[config.mk]
export PLATFORM = sky130hd
export DESIGN_NAME = rxsac_top
export DESIGN_NICKNAME = d
export VERILOG_FILES = /design/src/verilog/rxsac_pkg.sv /design/src/verilog/rxsac_top.sv
export VERILOG_INCLUDE_DIRS = /design/src /design/src/verilog
export SDC_FILE = /design/constraint.sdc
export NUM_CORES = 1
export LEC_CHECK = 0
export BUFFER_PORTS_ARGS = -buffer_cell sky130_fd_sc_hd__buf_2
export CORE_MARGIN = 10
export CORE_UTILIZATION = 30
export DETAILED_ROUTE_END_ITERATION = 10
export SYNTH_ARGS = -nofsm -noshare
export SYNTH_HDL_FRONTEND = slang
export SYNTH_SLANG_ARGS = --single-unit
[constraint.sdc]
create_clock -name clk_sys -period 2.1 [get_ports clk_sys]
set_input_delay 0.63 -clock clk_sys [delete_from_list [all_inputs] [get_ports clk_sys]]
set_output_delay 0.63 -clock clk_sys [all_outputs]
set_load 0.02 [all_outputs]
[src/verilog/rxsac_consts.svh]
// constants for the receive sequencing, agc and clock recovery block
`ifndef RXSAC_CONSTS_SVH
`define RXSAC_CONSTS_SVH
`define RXSAC_CLK_HZ 100000000
`define RXSAC_PULSE_GEN_HZ 614000
`define RXSAC_ON_WINDOW_PS 814000
// on-window cycles, rounded down as a longest time, never below one
`define RXSAC_ON_CYC ((`RXSAC_ON_WINDOW_PS / 10000) < 1 ? 1 : (`RXSAC_ON_WINDOW_PS / 10000))
// one full pulse generator period in system cycles
`define RXSAC_GEN_CYC (`RXSAC_CLK_HZ / `RXSAC_PULSE_GEN_HZ)
`define RXSAC_START_SYMBOL 16'hE2E2
`define RXSAC_BIT_CYC 5208
`define RXSAC_GAIN_HIGH 1'b1
`endif

[src/verilog/rxsac_pkg.sv]
// types for the receive sequencing, agc and clock recovery block
package rxsac_pkg;
  typedef enum logic [2:0] {
    SEQ_AMP1 = 3'b001,
    SEQ_AMP2 = 3'b010,
    SEQ_IDLE = 3'b100
  } rxsac_seq_t;
  typedef enum logic [2:0] {
    REC_OFF = 3'b001,
    REC_HUNT = 3'b010,
    REC_CLOCK = 3'b100
  } rxsac_rec_t;
  typedef struct packed {
    logic threshold_slicer;
    logic peak_relative_slicer;
    logic peak_slicer_en;
  } rxsac_slice_t;
  typedef struct packed {
    logic rx_bit_out;
    logic recovered_clock_out;
  } rxsac_host_t;
endpackage : rxsac_pkg

[src/verilog/rxsac_top.sv]
// receive amplifier sequencing, agc and data/clock recovery
//
// How it works
// - first amp biased on for 0.814 us
// - then first off, second on same length
// - amplifier enables never both high
// - timing from 614 kHz pulse generator
// - gain select chooses 35 dB or 5 dB
// - saturation detect selects 5 dB gain
// - agc comparator restore returns high gain
// - compound slice is AND of two slicers
// - peak slicer disabled, threshold slicer alone
// - rx data carries compound slice by default
// - enabled recovery switches rx data after start
// - recovered clock low when recovery unused
// - recovered clock low until start symbol found
// - rx data changes on clock rising edge
// - clock pulses until enable bit cleared
// - hunt for 16-bit start symbol E2E2
// - clocking begins mid first following bit
`timescale 1ns/10ps
`include "rxsac_consts.svh"
module rxsac_top
  import rxsac_pkg::*;
#(
  parameter int BIT_CYC = `RXSAC_BIT_CYC
) (
  input wire logic clk_sys,               // 100 MHz system clock
  input wire logic rst_n,                 // async power-on reset
  input wire rxsac_slice_t slice_in,      // slicer comparator results
  input wire logic saturation_detect,     // first amp saturation onset
  input wire logic gain_restore,          // agc comparator reset request
  input wire logic recovery_en,           // control_reg_zero recovery bit
  output logic first_rf_amp_en,           // first amp bias enable
  output logic second_rf_amp_en,          // second amp bias enable
  output logic gain_high,                 // 1 = 35 dB, 0 = 5 dB
  output rxsac_host_t host_out            // data and recovered clock
);
  localparam int ON_CYC = `RXSAC_ON_CYC;
  localparam int GEN_CYC = `RXSAC_GEN_CYC;
  localparam int HALF_CYC = (BIT_CYC / 2 < 1) ? 1 : BIT_CYC / 2;
  // idle rest of the generator period; zero when the two windows fill it
  localparam int IDLE_CYC = (GEN_CYC > 2 * ON_CYC) ? GEN_CYC - 2 * ON_CYC : 0;

  // ****************************************
  // reset release and input synchronisers
  // ****************************************
  logic rst_s1_q, rst_q;
  always_ff @(posedge clk_sys or negedge rst_n) begin
    if (!rst_n) begin
      rst_s1_q <= 1'b0;
      rst_q <= 1'b0;
    end else begin
      rst_s1_q <= 1'b1;
      rst_q <= rst_s1_q;
    end
  end
  wire logic rst_ok = rst_q;

  // pins are async to clk_sys; first stage feeds only the second
  logic [5:0] in_s1_q, in_s2_q;
  always_ff @(posedge clk_sys or negedge rst_ok) begin
    if (!rst_ok) begin
      in_s1_q <= 6'h00;
      in_s2_q <= 6'h00;
    end else begin
      in_s1_q <= {slice_in, saturation_detect, gain_restore, recovery_en};
      in_s2_q <= in_s1_q;
    end
  end
  wire logic thr_s = in_s2_q[5];
  wire logic pk_s = in_s2_q[4];
  wire logic pk_en_s = in_s2_q[3];
  wire logic sat_s = in_s2_q[2];
  wire logic rest_s = in_s2_q[1];
  wire logic en_s = in_s2_q[0];

  // ****************************************
  // amplifier sequencing
  // ****************************************
  rxsac_seq_t seq_q;
  logic [15:0] seq_cnt_q;
  // each amp gets ON_CYC; idle is skipped when the two windows fill the period,
  // otherwise a negative idle count would wrap and stall the amps for ages
  always_ff @(posedge clk_sys or negedge rst_ok) begin
    if (!rst_ok) begin
      seq_q <= SEQ_AMP1;
      seq_cnt_q <= 16'h0000;
    end else if (seq_cnt_q == 16'(ON_CYC - 1) && seq_q != SEQ_IDLE) begin
      if (seq_q == SEQ_AMP1) begin
        seq_q <= SEQ_AMP2;
      end else if (IDLE_CYC > 0) begin
        seq_q <= SEQ_IDLE;
      end else begin
        seq_q <= SEQ_AMP1;
      end
      seq_cnt_q <= 16'h0000;
    end else if (seq_q == SEQ_IDLE && seq_cnt_q == 16'(IDLE_CYC - 1)) begin
      seq_q <= SEQ_AMP1;
      seq_cnt_q <= 16'h0000;
    end else begin
      seq_cnt_q <= seq_cnt_q + 16'h0001;
    end
  end
  // decoded from one-hot state so both can never be high
  always_ff @(posedge clk_sys or negedge rst_ok) begin
    if (!rst_ok) begin
      first_rf_amp_en <= 1'b0;
      second_rf_amp_en <= 1'b0;
    end else begin
      first_rf_amp_en <= (seq_q == SEQ_AMP1);
      second_rf_amp_en <= (seq_q == SEQ_AMP2);
    end
  end

  // ****************************************
  // agc gain state
  // ****************************************
  // saturation wins over a simultaneous restore to protect the front end
  always_ff @(posedge clk_sys or negedge rst_ok) begin
    if (!rst_ok) begin
      gain_high <= `RXSAC_GAIN_HIGH;
    end else if (sat_s) begin
      gain_high <= ~`RXSAC_GAIN_HIGH;
    end else if (rest_s) begin
      gain_high <= `RXSAC_GAIN_HIGH;
    end
  end

  // ****************************************
  // compound slicer
  // ****************************************
  logic compound;
  always_comb begin
    compound = thr_s & (pk_s | ~pk_en_s);
  end

  // ****************************************
  // start symbol hunt and clock recovery
  // ****************************************
  rxsac_rec_t rec_q;
  logic [15:0] shift_q;
  logic [15:0] bit_cnt_q;
  logic comp_d1_q;
  logic rec_bit_q, rclk_q;
  wire logic sym_hit = (shift_q == `RXSAC_START_SYMBOL);
  always_ff @(posedge clk_sys or negedge rst_ok) begin
    if (!rst_ok) begin
      rec_q <= REC_OFF;
      shift_q <= 16'h0000;
      bit_cnt_q <= 16'h0000;
      comp_d1_q <= 1'b0;
      rec_bit_q <= 1'b0;
      rclk_q <= 1'b0;
    end else begin
      comp_d1_q <= compound;
      case (rec_q)
        REC_OFF: begin
          rclk_q <= 1'b0;
          shift_q <= 16'h0000;
          bit_cnt_q <= 16'h0000;
          if (en_s) begin
            rec_q <= REC_HUNT;
          end
        end
        REC_HUNT: begin
          rclk_q <= 1'b0;
          if (!en_s) begin
            rec_q <= REC_OFF;
          end else if (sym_hit) begin
            rec_q <= REC_CLOCK;
            // keep counting from the mid-bit sample so the next wrap is mid first bit
            bit_cnt_q <= 16'h0001;
            rec_bit_q <= 1'b0; // no stale bit from an earlier packet
          end else if (compound != comp_d1_q) begin
            bit_cnt_q <= 16'(HALF_CYC); // realign phase on each edge
          end else if (bit_cnt_q == 16'(BIT_CYC - 1)) begin
            bit_cnt_q <= 16'h0000;
            shift_q <= {shift_q[14:0], compound};
          end else begin
            bit_cnt_q <= bit_cnt_q + 16'h0001;
          end
        end
        REC_CLOCK: begin
          if (!en_s) begin
            rec_q <= REC_OFF;
            rclk_q <= 1'b0;
          end else if (bit_cnt_q == 16'(BIT_CYC - 1)) begin
            bit_cnt_q <= 16'h0000;
          end else begin
            bit_cnt_q <= bit_cnt_q + 16'h0001;
          end
          // rise in the middle of each bit, fall half a bit later at the boundary
          if (en_s && bit_cnt_q == 16'(BIT_CYC - 1)) begin
            rclk_q <= 1'b1;
            rec_bit_q <= compound;
          end else if (en_s && bit_cnt_q == 16'(HALF_CYC - 1)) begin
            rclk_q <= 1'b0;
          end
        end
        default: begin
          rec_q <= REC_OFF;
        end
      endcase
    end
  end

  // data registered so it changes with the clock rise
  always_ff @(posedge clk_sys or negedge rst_ok) begin
    if (!rst_ok) begin
      host_out <= '0;
    end else begin
      host_out.recovered_clock_out <= rclk_q;
      host_out.rx_bit_out <= (rec_q == REC_CLOCK && en_s) ? rec_bit_q : compound;
    end
  end

  // ****************************************
  // checks
  // ****************************************
  property p_amp_excl;
    @(posedge clk_sys) disable iff (!rst_ok) !(first_rf_amp_en && second_rf_amp_en);
  endproperty
  a_amp_excl: assert property (p_amp_excl) else $error("both amps enabled");

  property p_amp2_follows;
    @(posedge clk_sys) disable iff (!rst_ok)
      $fell(first_rf_amp_en) |-> second_rf_amp_en;
  endproperty
  a_amp2_follows: assert property (p_amp2_follows) else $error("amp2 not after amp1");

  property p_amp1_len;
    @(posedge clk_sys) disable iff (!rst_ok)
      $rose(first_rf_amp_en) |-> first_rf_amp_en [*8];
  endproperty
  a_amp1_len: assert property (p_amp1_len) else $error("amp1 window short");

  property p_sat_gain;
    @(posedge clk_sys) disable iff (!rst_ok) sat_s |=> !gain_high;
  endproperty
  a_sat_gain: assert property (p_sat_gain) else $error("saturation kept high gain");

  property p_restore_gain;
    @(posedge clk_sys) disable iff (!rst_ok) (rest_s && !sat_s) |=> gain_high;
  endproperty
  a_restore_gain: assert property (p_restore_gain) else $error("restore ignored");

  property p_clk_off;
    @(posedge clk_sys) disable iff (!rst_ok)
      (rec_q != REC_CLOCK) [*2] |-> !host_out.recovered_clock_out;
  endproperty
  a_clk_off: assert property (p_clk_off) else $error("clock while not recovering");

  property p_slice_path;
    @(posedge clk_sys) disable iff (!rst_ok)
      (rec_q != REC_CLOCK) |=> host_out.rx_bit_out == $past(compound);
  endproperty
  a_slice_path: assert property (p_slice_path) else $error("rx data not slicer");

  property p_hit_clock;
    @(posedge clk_sys) disable iff (!rst_ok)
      (rec_q == REC_HUNT && en_s && sym_hit) |=> rec_q == REC_CLOCK;
  endproperty
  a_hit_clock: assert property (p_hit_clock) else $error("start symbol missed");
endmodule : rxsac_top

# Word-level counts from Yosys, hierarchy flattened
# Index checks and enable logic that the tools add are counted.
# W data, S select, Z words.
op_classes:
  add_sub_neg: 2
  n_shift: 0
  bitwise: 3
  n_mul: 0
  eq_ne: 24
  n_div: 0
  magnitude_cmp: 0
  n_reduce_logical: 17
  n_mux: 32
ops:
  columns: ["operator", "count"]
  rows:
  - ["$mux W16", 11]
  - ["$pmux W16 S3", 1]
  - ["$add A16 B1 Y16 const B", 2]
  - ["$eq A16 B16 Y1 const B", 2]
  - ["$pmux W16 S2", 1]
  - ["$mux W3", 6]
  - ["$ne A2 B2 Y1 const B", 9]
  - ["$eq A16 B12 Y1 const B", 1]
  - ["$eq A16 B13 Y1 const B", 1]
  - ["$eq A16 B7 Y1 const B", 1]
  - ["$reduce_bool A2 Y1", 5]
  - ["$mux W1", 9]
  - ["$pmux W3 S3", 1]
  - ["$eq A3 B1 Y1 const B", 2]
  - ["$eq A3 B2 Y1 const B", 2]
  - ["$eq A3 B3 Y1 const B", 2]
  - ["$ne A3 B3 Y1 const B", 2]
  - ["$reduce_and A3 Y1", 2]
  - ["$logic_and A1 B1 Y1", 5]
  - ["$reduce_and A5 Y1", 1]
  - ["$ne A4 B4 Y1 const B", 1]
  - ["$pmux W1 S2", 2]
  - ["$reduce_and A4 Y1", 1]
  - ["$reduce_bool A3 Y1", 1]
  - ["7 further kinds", 7]
totals:
  out_inout_bits: 5
  elab_cells: 95
  mem_bits_rw: 0
  ff_bits: 76
  rom_bits: 0
  memories: 0
  in_bits: 8
  latch_bits: 0

# Longest topological paths before layout
# Gate-level depths: netlist (run 1).
depth:
  word_depth: 8
  ltp_mapped: 7
  ltp_nobuf: 6

# Worst setup path before layout (run 1)
# No wires, ideal clock.
synth_timing:
  kind: "register to register"
  startpoint: "register bit_cnt_q[0]"
  endpoint: "register shift_q[12]"
  n_path_buf: 1
  slack_ps: 228
  setup_time_ps: 125
  arrival_time_ps: 1747
  period_less_slack_ps: 1872
  required_ps: 1975
  stages_incl_launch_ff: 8
  cell_sequence: "dfrtp_1 ha_1 and4bb_2 nand4_2 a21oi_2 nand3_4 buf_6 mux2_4"
synth_between:
  elab_chain_cells: 3
synth_rtl:
  columns: ["item", "line_no", "text"]
  rows:
  - ["start, declared", "rxsac_top.sv:143", "logic [15:0] bit_cnt_q;"]
  - ["start signal, assigned", "rxsac_top.sv:176", "bit_cnt_q <= 16'(HALF_CYC);"]
  - ["start signal, assigned", "rxsac_top.sv:181", "bit_cnt_q <= bit_cnt_q + 16'h0001;"]
  - ["start signal, assigned", "rxsac_top.sv:191", "bit_cnt_q <= bit_cnt_q + 16'h0001;"]
  - ["$eq A16 B13 Y1", "rxsac_top.sv:177", "end else if (bit_cnt_q == 16'(BIT_CYC - 1)) begin"]
  - ["$ne A2 B2 Y1 (no source line)", null, null]
  - ["$reduce_and A5 Y1 (no source line)", null, null]
  - ["end signal, assigned", "rxsac_top.sv:179", "shift_q <= {shift_q[14:0], compound};"]
  - ["end, declared", "rxsac_top.sv:142", "logic [15:0] shift_q;"]
# No other way between the ends.
# A chain may end at the register's enable or synchronous reset.

# Final worst setup path (run 1)
layout_timing:
  startpoint: "register shift_q[0]"
  endpoint: "register shift_q[10]"
layout_between:
  elab_chain_cells: 3
layout_rtl:
  columns: ["item"]
  rows:
  - ["$eq A16 B16 Y1 (no source line)"]
  - ["$ne A2 B2 Y1 (no source line)"]
  - ["$reduce_and A5 Y1 (no source line)"]
# No other way between the ends.

==> results.sh, run 1 <==
export IMPL_status="finished clean"
export IMPL_finish_utilization=0.3617
export IMPL_drtIter0Drc=98
export IMPL_synth_ff_type="dfrtp_1"
export IMPL_power_total_mw=3.159
export IMPL_grt_max_degree=74
export IMPL_setup_viol_count_final=0
export IMPL_drtPass1Iterations=4
export IMPL_synth_top_area_share=0.5054
export IMPL_final_hold_violation_count=0
export IMPL_rr_startpoint="shift_q[0]$_DFFE_PN0P_"
export IMPL_yosysTopAreaCell="dfrtp_1"
export IMPL_avgSynthCellArea_um2=11.10
export IMPL_crit_slowest_cell="dfrtp_1"
export IMPL_fmax_ghz=0.5090
export IMPL_ant_nets=0
export IMPL_clockBufferDepth=2
export IMPL_finalWeightedCongestion=0.8090
export IMPL_synth_area_um2=3565
export IMPL_p_per_area_nw_per_um2=758.5
export IMPL_worstRegToRegCells=4
export IMPL_dpl_cell_count=479
export IMPL_yosys_warnings=0
export IMPL_drive_above_1_share=0.2295
export IMPL_drv_cap=0
export IMPL_clk_latency_ns=0.34
export IMPL_drc=0
export IMPL_cp_end_kind="flop"
export IMPL_p_comb_frac=0.073
export IMPL_first_global_vias=2570
export IMPL_worstSetupPathType="reg -> reg"
export IMPL_swShare=0.2514
export IMPL_cp_cell_sequence="and4bb_2, nand4_1, nand3_4, mux2_2"
export IMPL_cpPeakStageDelay_ns=0.41
export IMPL_period_needed_ns=1.964
export IMPL_synthesis_nets=332
export IMPL_fin_crit_sh=0.9355
export IMPL_drv_slew=0
export IMPL_fin_tns_setup_ns=0
export IMPL_rrSetupSlack_ns=0.14
export IMPL_seq_area_frac_synth=0.5276
export IMPL_r2r_end="shift_q[10]$_DFFE_PN0P_"
export IMPL_cp_max_fo=16
export IMPL_cts_tree="yes"
export IMPL_slew_limit_headroom=0.6526
export IMPL_fin_area_um2=4165
export IMPL_synth_area_top_cells="dfrtp_1 51%, mux2_4 3.8%, nor2b_1 3.7%"
export IMPL_worst_pin_slew_ns=0.5163
export IMPL_cp_startpoint="shift_q[0]$_DFFE_PN0P_"
export IMPL_ios=13
export IMPL_drt_total_wl_mm=6.903
export IMPL_n_antenna_cell=0
export IMPL_synth_edf_count=0
export IMPL_rsz0062_at_grt="false"
export IMPL_synth_async_reset_ratio=1.000
export IMPL_hold_class="in -> async"
export IMPL_grt_antenna_before_repair=0
export IMPL_p_clk_frac=0.452
export IMPL_critPathArrivalTime_ns=2.19
export IMPL_syn_inst=321
export IMPL_chipWidth_um=129.0
export IMPL_die_h_um=129.0
export IMPL_gr_total_overflow=0
export IMPL_dpl_hpwl_mm=4.789
export IMPL_place_area_um2=3870
export IMPL_worstSetupStartpointType="flop"
export IMPL_track_usage=0.09149
export IMPL_crit_end="shift_q[10]$_DFFE_PN0P_"
export IMPL_synth_distinct_cells=62
export IMPL_path_depth=4
export IMPL_coreArea_um2=11520
export IMPL_clkTransAtPathRegs_ns=0.06
export IMPL_clock_skew_ns=0.003967
export IMPL_grt_pass1_wl_mm=12.38
export IMPL_start_util=0.3095
export IMPL_via_per_inst=4.919
export IMPL_cts_buffers=9
export IMPL_synth_ff_latch_count=75
export IMPL_syn_to_final_growth_pct=16.85
export IMPL_vias=2440
export IMPL_leakage_nw=1.880
export IMPL_htree_levels=3
export IMPL_portBuffers=12
export IMPL_fin_cells=496
export IMPL_routedWlPerCell_um=13.92
export IMPL_critical_path_top_delay_family="simple AND/OR/NAND/NOR gates"
export IMPL_cts_root_buf="clkbuf_16"
export IMPL_clock_sinks=75
export IMPL_required_ns=2.32
export IMPL_power_switching_uw=794.3
export IMPL_irDropWorstVdd_mv=0.3308
export IMPL_worst_path_buf_inv=0
export IMPL_fin_nets=359
export IMPL_p_int_mw=2.365
export IMPL_num_rows=39
export IMPL_dieArea_um2=16640
export IMPL_pwr_share_seq=0.475
==> worst reg2reg max path, delay by kind of cell (launching register included) <==
kind,cells,cell delay (ns)
DFF,1,0.41
and+or+nand+nor,3,1.06
muxes,1,0.39
==> registers in the layout, summed over array words and instances (netlist names) <==
register and count:
rst_s1_q 1, rst_ok 1, shift_q 16, comp_d1_q 1
bit_cnt_q 16, in_s1_q 6, seq_q 2, seq_cnt_q 16
rclk_q 1, rec_q 3, gain_high 1, first_rf_amp_en 1
second_rf_amp_en 1, host_out 2, rec_bit_q 1, in_s2_q 6
==> cells in the mapped netlist, types with 3 or more instances <==
cell	number
a21o_1	4
a21oi_1	7
a31oi_1	7
and2_1	5
and3_1	5
and4_1	3
and4bb_2	6
clkbuf_1	5
dfrtp_1	72
dfstp_2	3
ha_1	3
inv_1	9
mux2_2	7
mux2_4	9
mux2i_1	4
nand2_1	24
nand2b_1	4
nand3_1	12
nand4_1	9
nor2_1	21
nor2b_1	21
nor3_1	6
nor4_1	3
o21ai_0	11
o21ai_1	3
xnor2_1	10
xor2_1	5
==> worst min path at each step <==
stage / cells past startpoint / endpoint / from
floorplan: 0 / rst_ok$_DFF_PN0_ / rst_n
global placement: 1 / in_s2_q[5]$_DFF_PN0_ / rst_ok$_DFF_PN0_
detailed placement: 1 / in_s1_q[5]$_DFF_PN0_ / rst_ok$_DFF_PN0_
CTS: 1 / rst_s1_q$_DFF_PN0_ / rst_n
global route: 1 / rst_s1_q$_DFF_PN0_ / rst_n
finish: 1 / rst_ok$_DFF_PN0_ / rst_n
==> logic make-up after synthesis <==
logic type,synth area share
AO/OA/AOI/OAI,0.09161
XOR/XNOR,0.03685
adder cells (fa/ha/maj),0.01053
buffers and inverters,0.02562
flip-flops,0.5276
multiplexers,0.07125
other,0.001052
AND/OR/NAND/NOR,0.2355
==> cells in the final DEF (no fill, tap or decap), types with 10 or more instances in the layout <==
cell | Yosys | layout
o21ai_0 | 11 | 11
buf_4 | 1 | 14
nor2b_1 | 21 | 21
dfrtp_1 | 72 | 71
nand3_1 | 12 | 12
nor2_1 | 21 | 21
buf_2 | 2 | 12
xnor2_1 | 10 | 10
nand2_1 | 24 | 24
==> area by class of cell <==
class	count	area [µm²]
inverter	9	33.78
fill	1160	7351
timing repair buffer	27	185.2
multi-input combinational	226	1607
clock inverter	7	53.80
sequential	75	1882
tap	143	178.9
clock buffer	9	225.2
==> power by group through the flow <==
stage	clock network, mW	logic (mW)	registers [mW]
final	1.43	0.232	1.50
after floorplan	0	0.130	1.55
after global routing	1.52	0.263	1.50
after CTS	1.47	0.232	1.50
after global placement	0	0.223	1.52
after detailed placement	0	0.230	1.53
==> timing repair <==
action                                  in CTS  in global routing
buffers inserted                             0                  1
endpoints found under the setup margin       0                  5
hold buffers                                 0                  0
gates resized for setup                      0                  1
==> through the flow <==
step / hold slack, ns / setup WS, ns
3_5_place_dp: 0.3119 / 0.1127
5_1_grt: 0.05779 / 0.04043
2_1_floorplan: 0.3311 / 0.2282
6_report: 0.06488 / 0.1356
3_3_place_gp: 0.3127 / 0.1520
4_1_cts: 0.05528 / 0.08720
==> metal layers <==
layer  part of all wire  vias to the layer above  track usage
met3              0.024                       12      0.01848
met1               0.49                     1208       0.1171
met5                  0                        -            0
met2               0.47                       22       0.1426
met4              0.020                        0      0.04950
li1                   -                     1198            -
Power figures use the tool's default switching activity.
==> inputs of run 2 (changes only) <==
--- a/config.mk
+++ b/config.mk
@@ -8,7 +8,7 @@
 export LEC_CHECK = 0
 export BUFFER_PORTS_ARGS = -buffer_cell sky130_fd_sc_hd__buf_2
 export CORE_MARGIN = 10
-export CORE_UTILIZATION = 30
+export CORE_UTILIZATION = 40
 export DETAILED_ROUTE_END_ITERATION = 10
 export SYNTH_ARGS = -nofsm -noshare
 export SYNTH_HDL_FRONTEND = slang
==> run 2 against run 1 <==
Total power decreased by 8.9%. Clock skew up 0.0020 ns. Critical endpoint is now shift_q[12]$_DFFE_PN0P_. Largest power group unchanged. Worst setup slack got worse by 0.018 ns. First-iteration DRC count is the same. Largest cell class unchanged. Sequential share of layout area increased by 1.1 points. Sequential power barely moved. Combinational power decreased by 8%.
==> results.sh, run 2 (synthesis gave the netlist of run 1 again) <==
export IMPL_power_total_mw=2.878
export IMPL_fmax_ghz=0.5045
export IMPL_clock_skew_ns=0.005918
export IMPL_rr_startpoint="bit_cnt_q[0]$_DFFE_PN0P_"
export IMPL_top_regs="bit_cnt_q x16, seq_cnt_q x16, shift_q x16"
export IMPL_cp_end_kind="flop"
export IMPL_n_antenna_cell=0
export IMPL_p_int_mw=2.122
export IMPL_clock_sinks=75
export IMPL_start_util=0.4108
export IMPL_layout_commonest_cell="dfrtp_1"
export IMPL_r2r_end="shift_q[12]$_DFFE_PN0P_"
export IMPL_required_ns=2.34
export IMPL_period_needed_ns=1.982
export IMPL_hold_class="in -> async"
export IMPL_cts_resized=0
export IMPL_clockBufferDepth=2
export IMPL_cts_hold_buf=0
export IMPL_drive_above_1_share=0.2360
export IMPL_p_comb_frac=0.074
export IMPL_first_global_vias=2467
export IMPL_drc=0
export IMPL_dieArea_um2=13090
export IMPL_num_rows=34
export IMPL_grt_antenna_before_repair=0
export IMPL_drtIter0Drc=98
export IMPL_fin_crit_sh=0.9438
export IMPL_fin_nets=362
export IMPL_cts_buffers=9
export IMPL_rrSetupSlack_ns=0.12
export IMPL_pwr_share_seq=0.525
export IMPL_drv_cap=0
export IMPL_gr_total_overflow=0
export IMPL_cp_max_fo=16
export IMPL_p_clk_frac=0.401
export IMPL_via_per_inst=5.256
export IMPL_worst_pin_slew_ns=0.5752
export IMPL_cp_cell_sequence="ha_1, and4bb_2, nand4_2, a21oi_2, nand3_4, mux2_4"
export IMPL_drt_total_wl_mm=6.956
export IMPL_coreArea_um2=8678
export IMPL_vias=2439
export IMPL_portBuffers=12
export IMPL_p_per_area_nw_per_um2=708.2
export IMPL_clkTransAtPathRegs_ns=0.09
export IMPL_final_hold_violation_count=0
export IMPL_chipWidth_um=114.4
export IMPL_drtPass1Iterations=4
export IMPL_dp_slack_ns=0.1418
export IMPL_dpl_hpwl_mm=4.844
export IMPL_worst_hold_slack_ns=0.04576
export IMPL_grt_pass1_wl_mm=11.95
export IMPL_finalWeightedCongestion=0.7650
export IMPL_drv_slew=0
export IMPL_slew_limit_headroom=0.6130
export IMPL_cts_root_buf="clkbuf_8"
export IMPL_power_switching_uw=755.8
export IMPL_worstRegToRegCells=6
export IMPL_worstSetupStartpointType="flop"
export IMPL_fin_ws_ns=0.1180
export IMPL_leakage_nw=1.861
export IMPL_rsz0062_at_grt="false"
export IMPL_worstSetupPathType="reg -> reg"
export IMPL_routedWlPerCell_um=14.99
export IMPL_die_h_um=114.4
export IMPL_irDropWorstVdd_mv=0.5589
export IMPL_cts_tree="yes"
export IMPL_clk_latency_ns=0.35
export IMPL_htree_levels=3
export IMPL_fin_tns_setup_ns=0
export IMPL_cpPeakStageDelay_ns=0.44
export IMPL_setup_viol_count_final=0
export IMPL_crit_slowest_cell="dfrtp_1"
export IMPL_ant_nets=0
export IMPL_layout_common_cells="71 x dfrtp_1, 24 x nand2_1, 21 x nor2b_1, 21 x nor2_1, 17 x buf_4"
export IMPL_syn_to_final_growth_pct=14.00
export IMPL_grt_max_degree=52
export IMPL_status="finished clean"
export IMPL_track_usage=0.1113
export IMPL_swShare=0.2626
export IMPL_ios=13
export IMPL_critPathArrivalTime_ns=2.22
export IMPL_cts_setup_buffers=0
## run 2: worst max-delay path: cells and delay by family (launching register included)
family                   cells  cell delay, ns
multiplexers                 1            0.38
flip-flops                   1            0.44
adder cells (fa/ha/maj)      1            0.23
AO/OA/AOI/OAI                1            0.18
AND/OR/NAND/NOR              3            0.63
## run 2: power groups by stage
| stage | Combinational, mW | Clock (mW) | Sequential [mW] |
|---|---|---|---|
| after floorplan | 0.130 | 0 | 1.55 |
| after global placement | 0.213 | 0 | 1.54 |
| after detailed placement | 0.215 | 0 | 1.54 |
| after CTS | 0.215 | 1.20 | 1.51 |
| final | 0.213 | 1.15 | 1.51 |
| after global routing | 0.239 | 1.25 | 1.52 |
## run 2: layout make-up
class / count / area [µm²]
clock buffers: 9 / 123.9
multi-input cells: 226 / 1598
flip-flops and latches: 75 / 1882
repair buffers: 30 / 207.7
inverters: 9 / 33.78
clock inverters: 7 / 83.83
fillers: 833 / 4614
well taps: 108 / 135.1
## run 2: per-stage QoR
stage / std cells / instance area [µm²] / utilization
after floorplan: 321 / 3566 / -
after global placement: 448 / 3856 / 0.4443
after detailed placement: 448 / 3856 / 0.4443
after CTS: 464 / 4064 / 0.4683
after global routing: 464 / 4064 / 0.4683
final: 464 / 4064 / 0.4683
## run 2: layer usage
metal | global-route usage | vias up | wire length, µm
li1 | - | 1203 | -
met1 | 0.1426 | 1196 | 3330
met2 | 0.1752 | 36 | 3303
met3 | 0.03721 | 4 | 268
met4 | 0.03008 | 0 | 54
met5 | 0 | - | 0
## run 2: worst max-delay path by stage
stage | startpoint | to | slack [ns] | depth (start not counted)
final | bit_cnt_q[0]$_DFFE_PN0P_ | shift_q[12]$_DFFE_PN0P_ | 0.12 | 6
after global routing | bit_cnt_q[0]$_DFFE_PN0P_ | shift_q[5]$_DFFE_PN0P_ | 0.01 | 6
after CTS | bit_cnt_q[0]$_DFFE_PN0P_ | shift_q[14]$_DFFE_PN0P_ | 0.12 | 6
after detailed placement | bit_cnt_q[0]$_DFFE_PN0P_ | shift_q[14]$_DFFE_PN0P_ | 0.14 | 6
after global placement | bit_cnt_q[0]$_DFFE_PN0P_ | shift_q[4]$_DFFE_PN0P_ | 0.20 | 6
after floorplan | bit_cnt_q[0]$_DFFE_PN0P_ | shift_q[12]$_DFFE_PN0P_ | 0.23 | 7
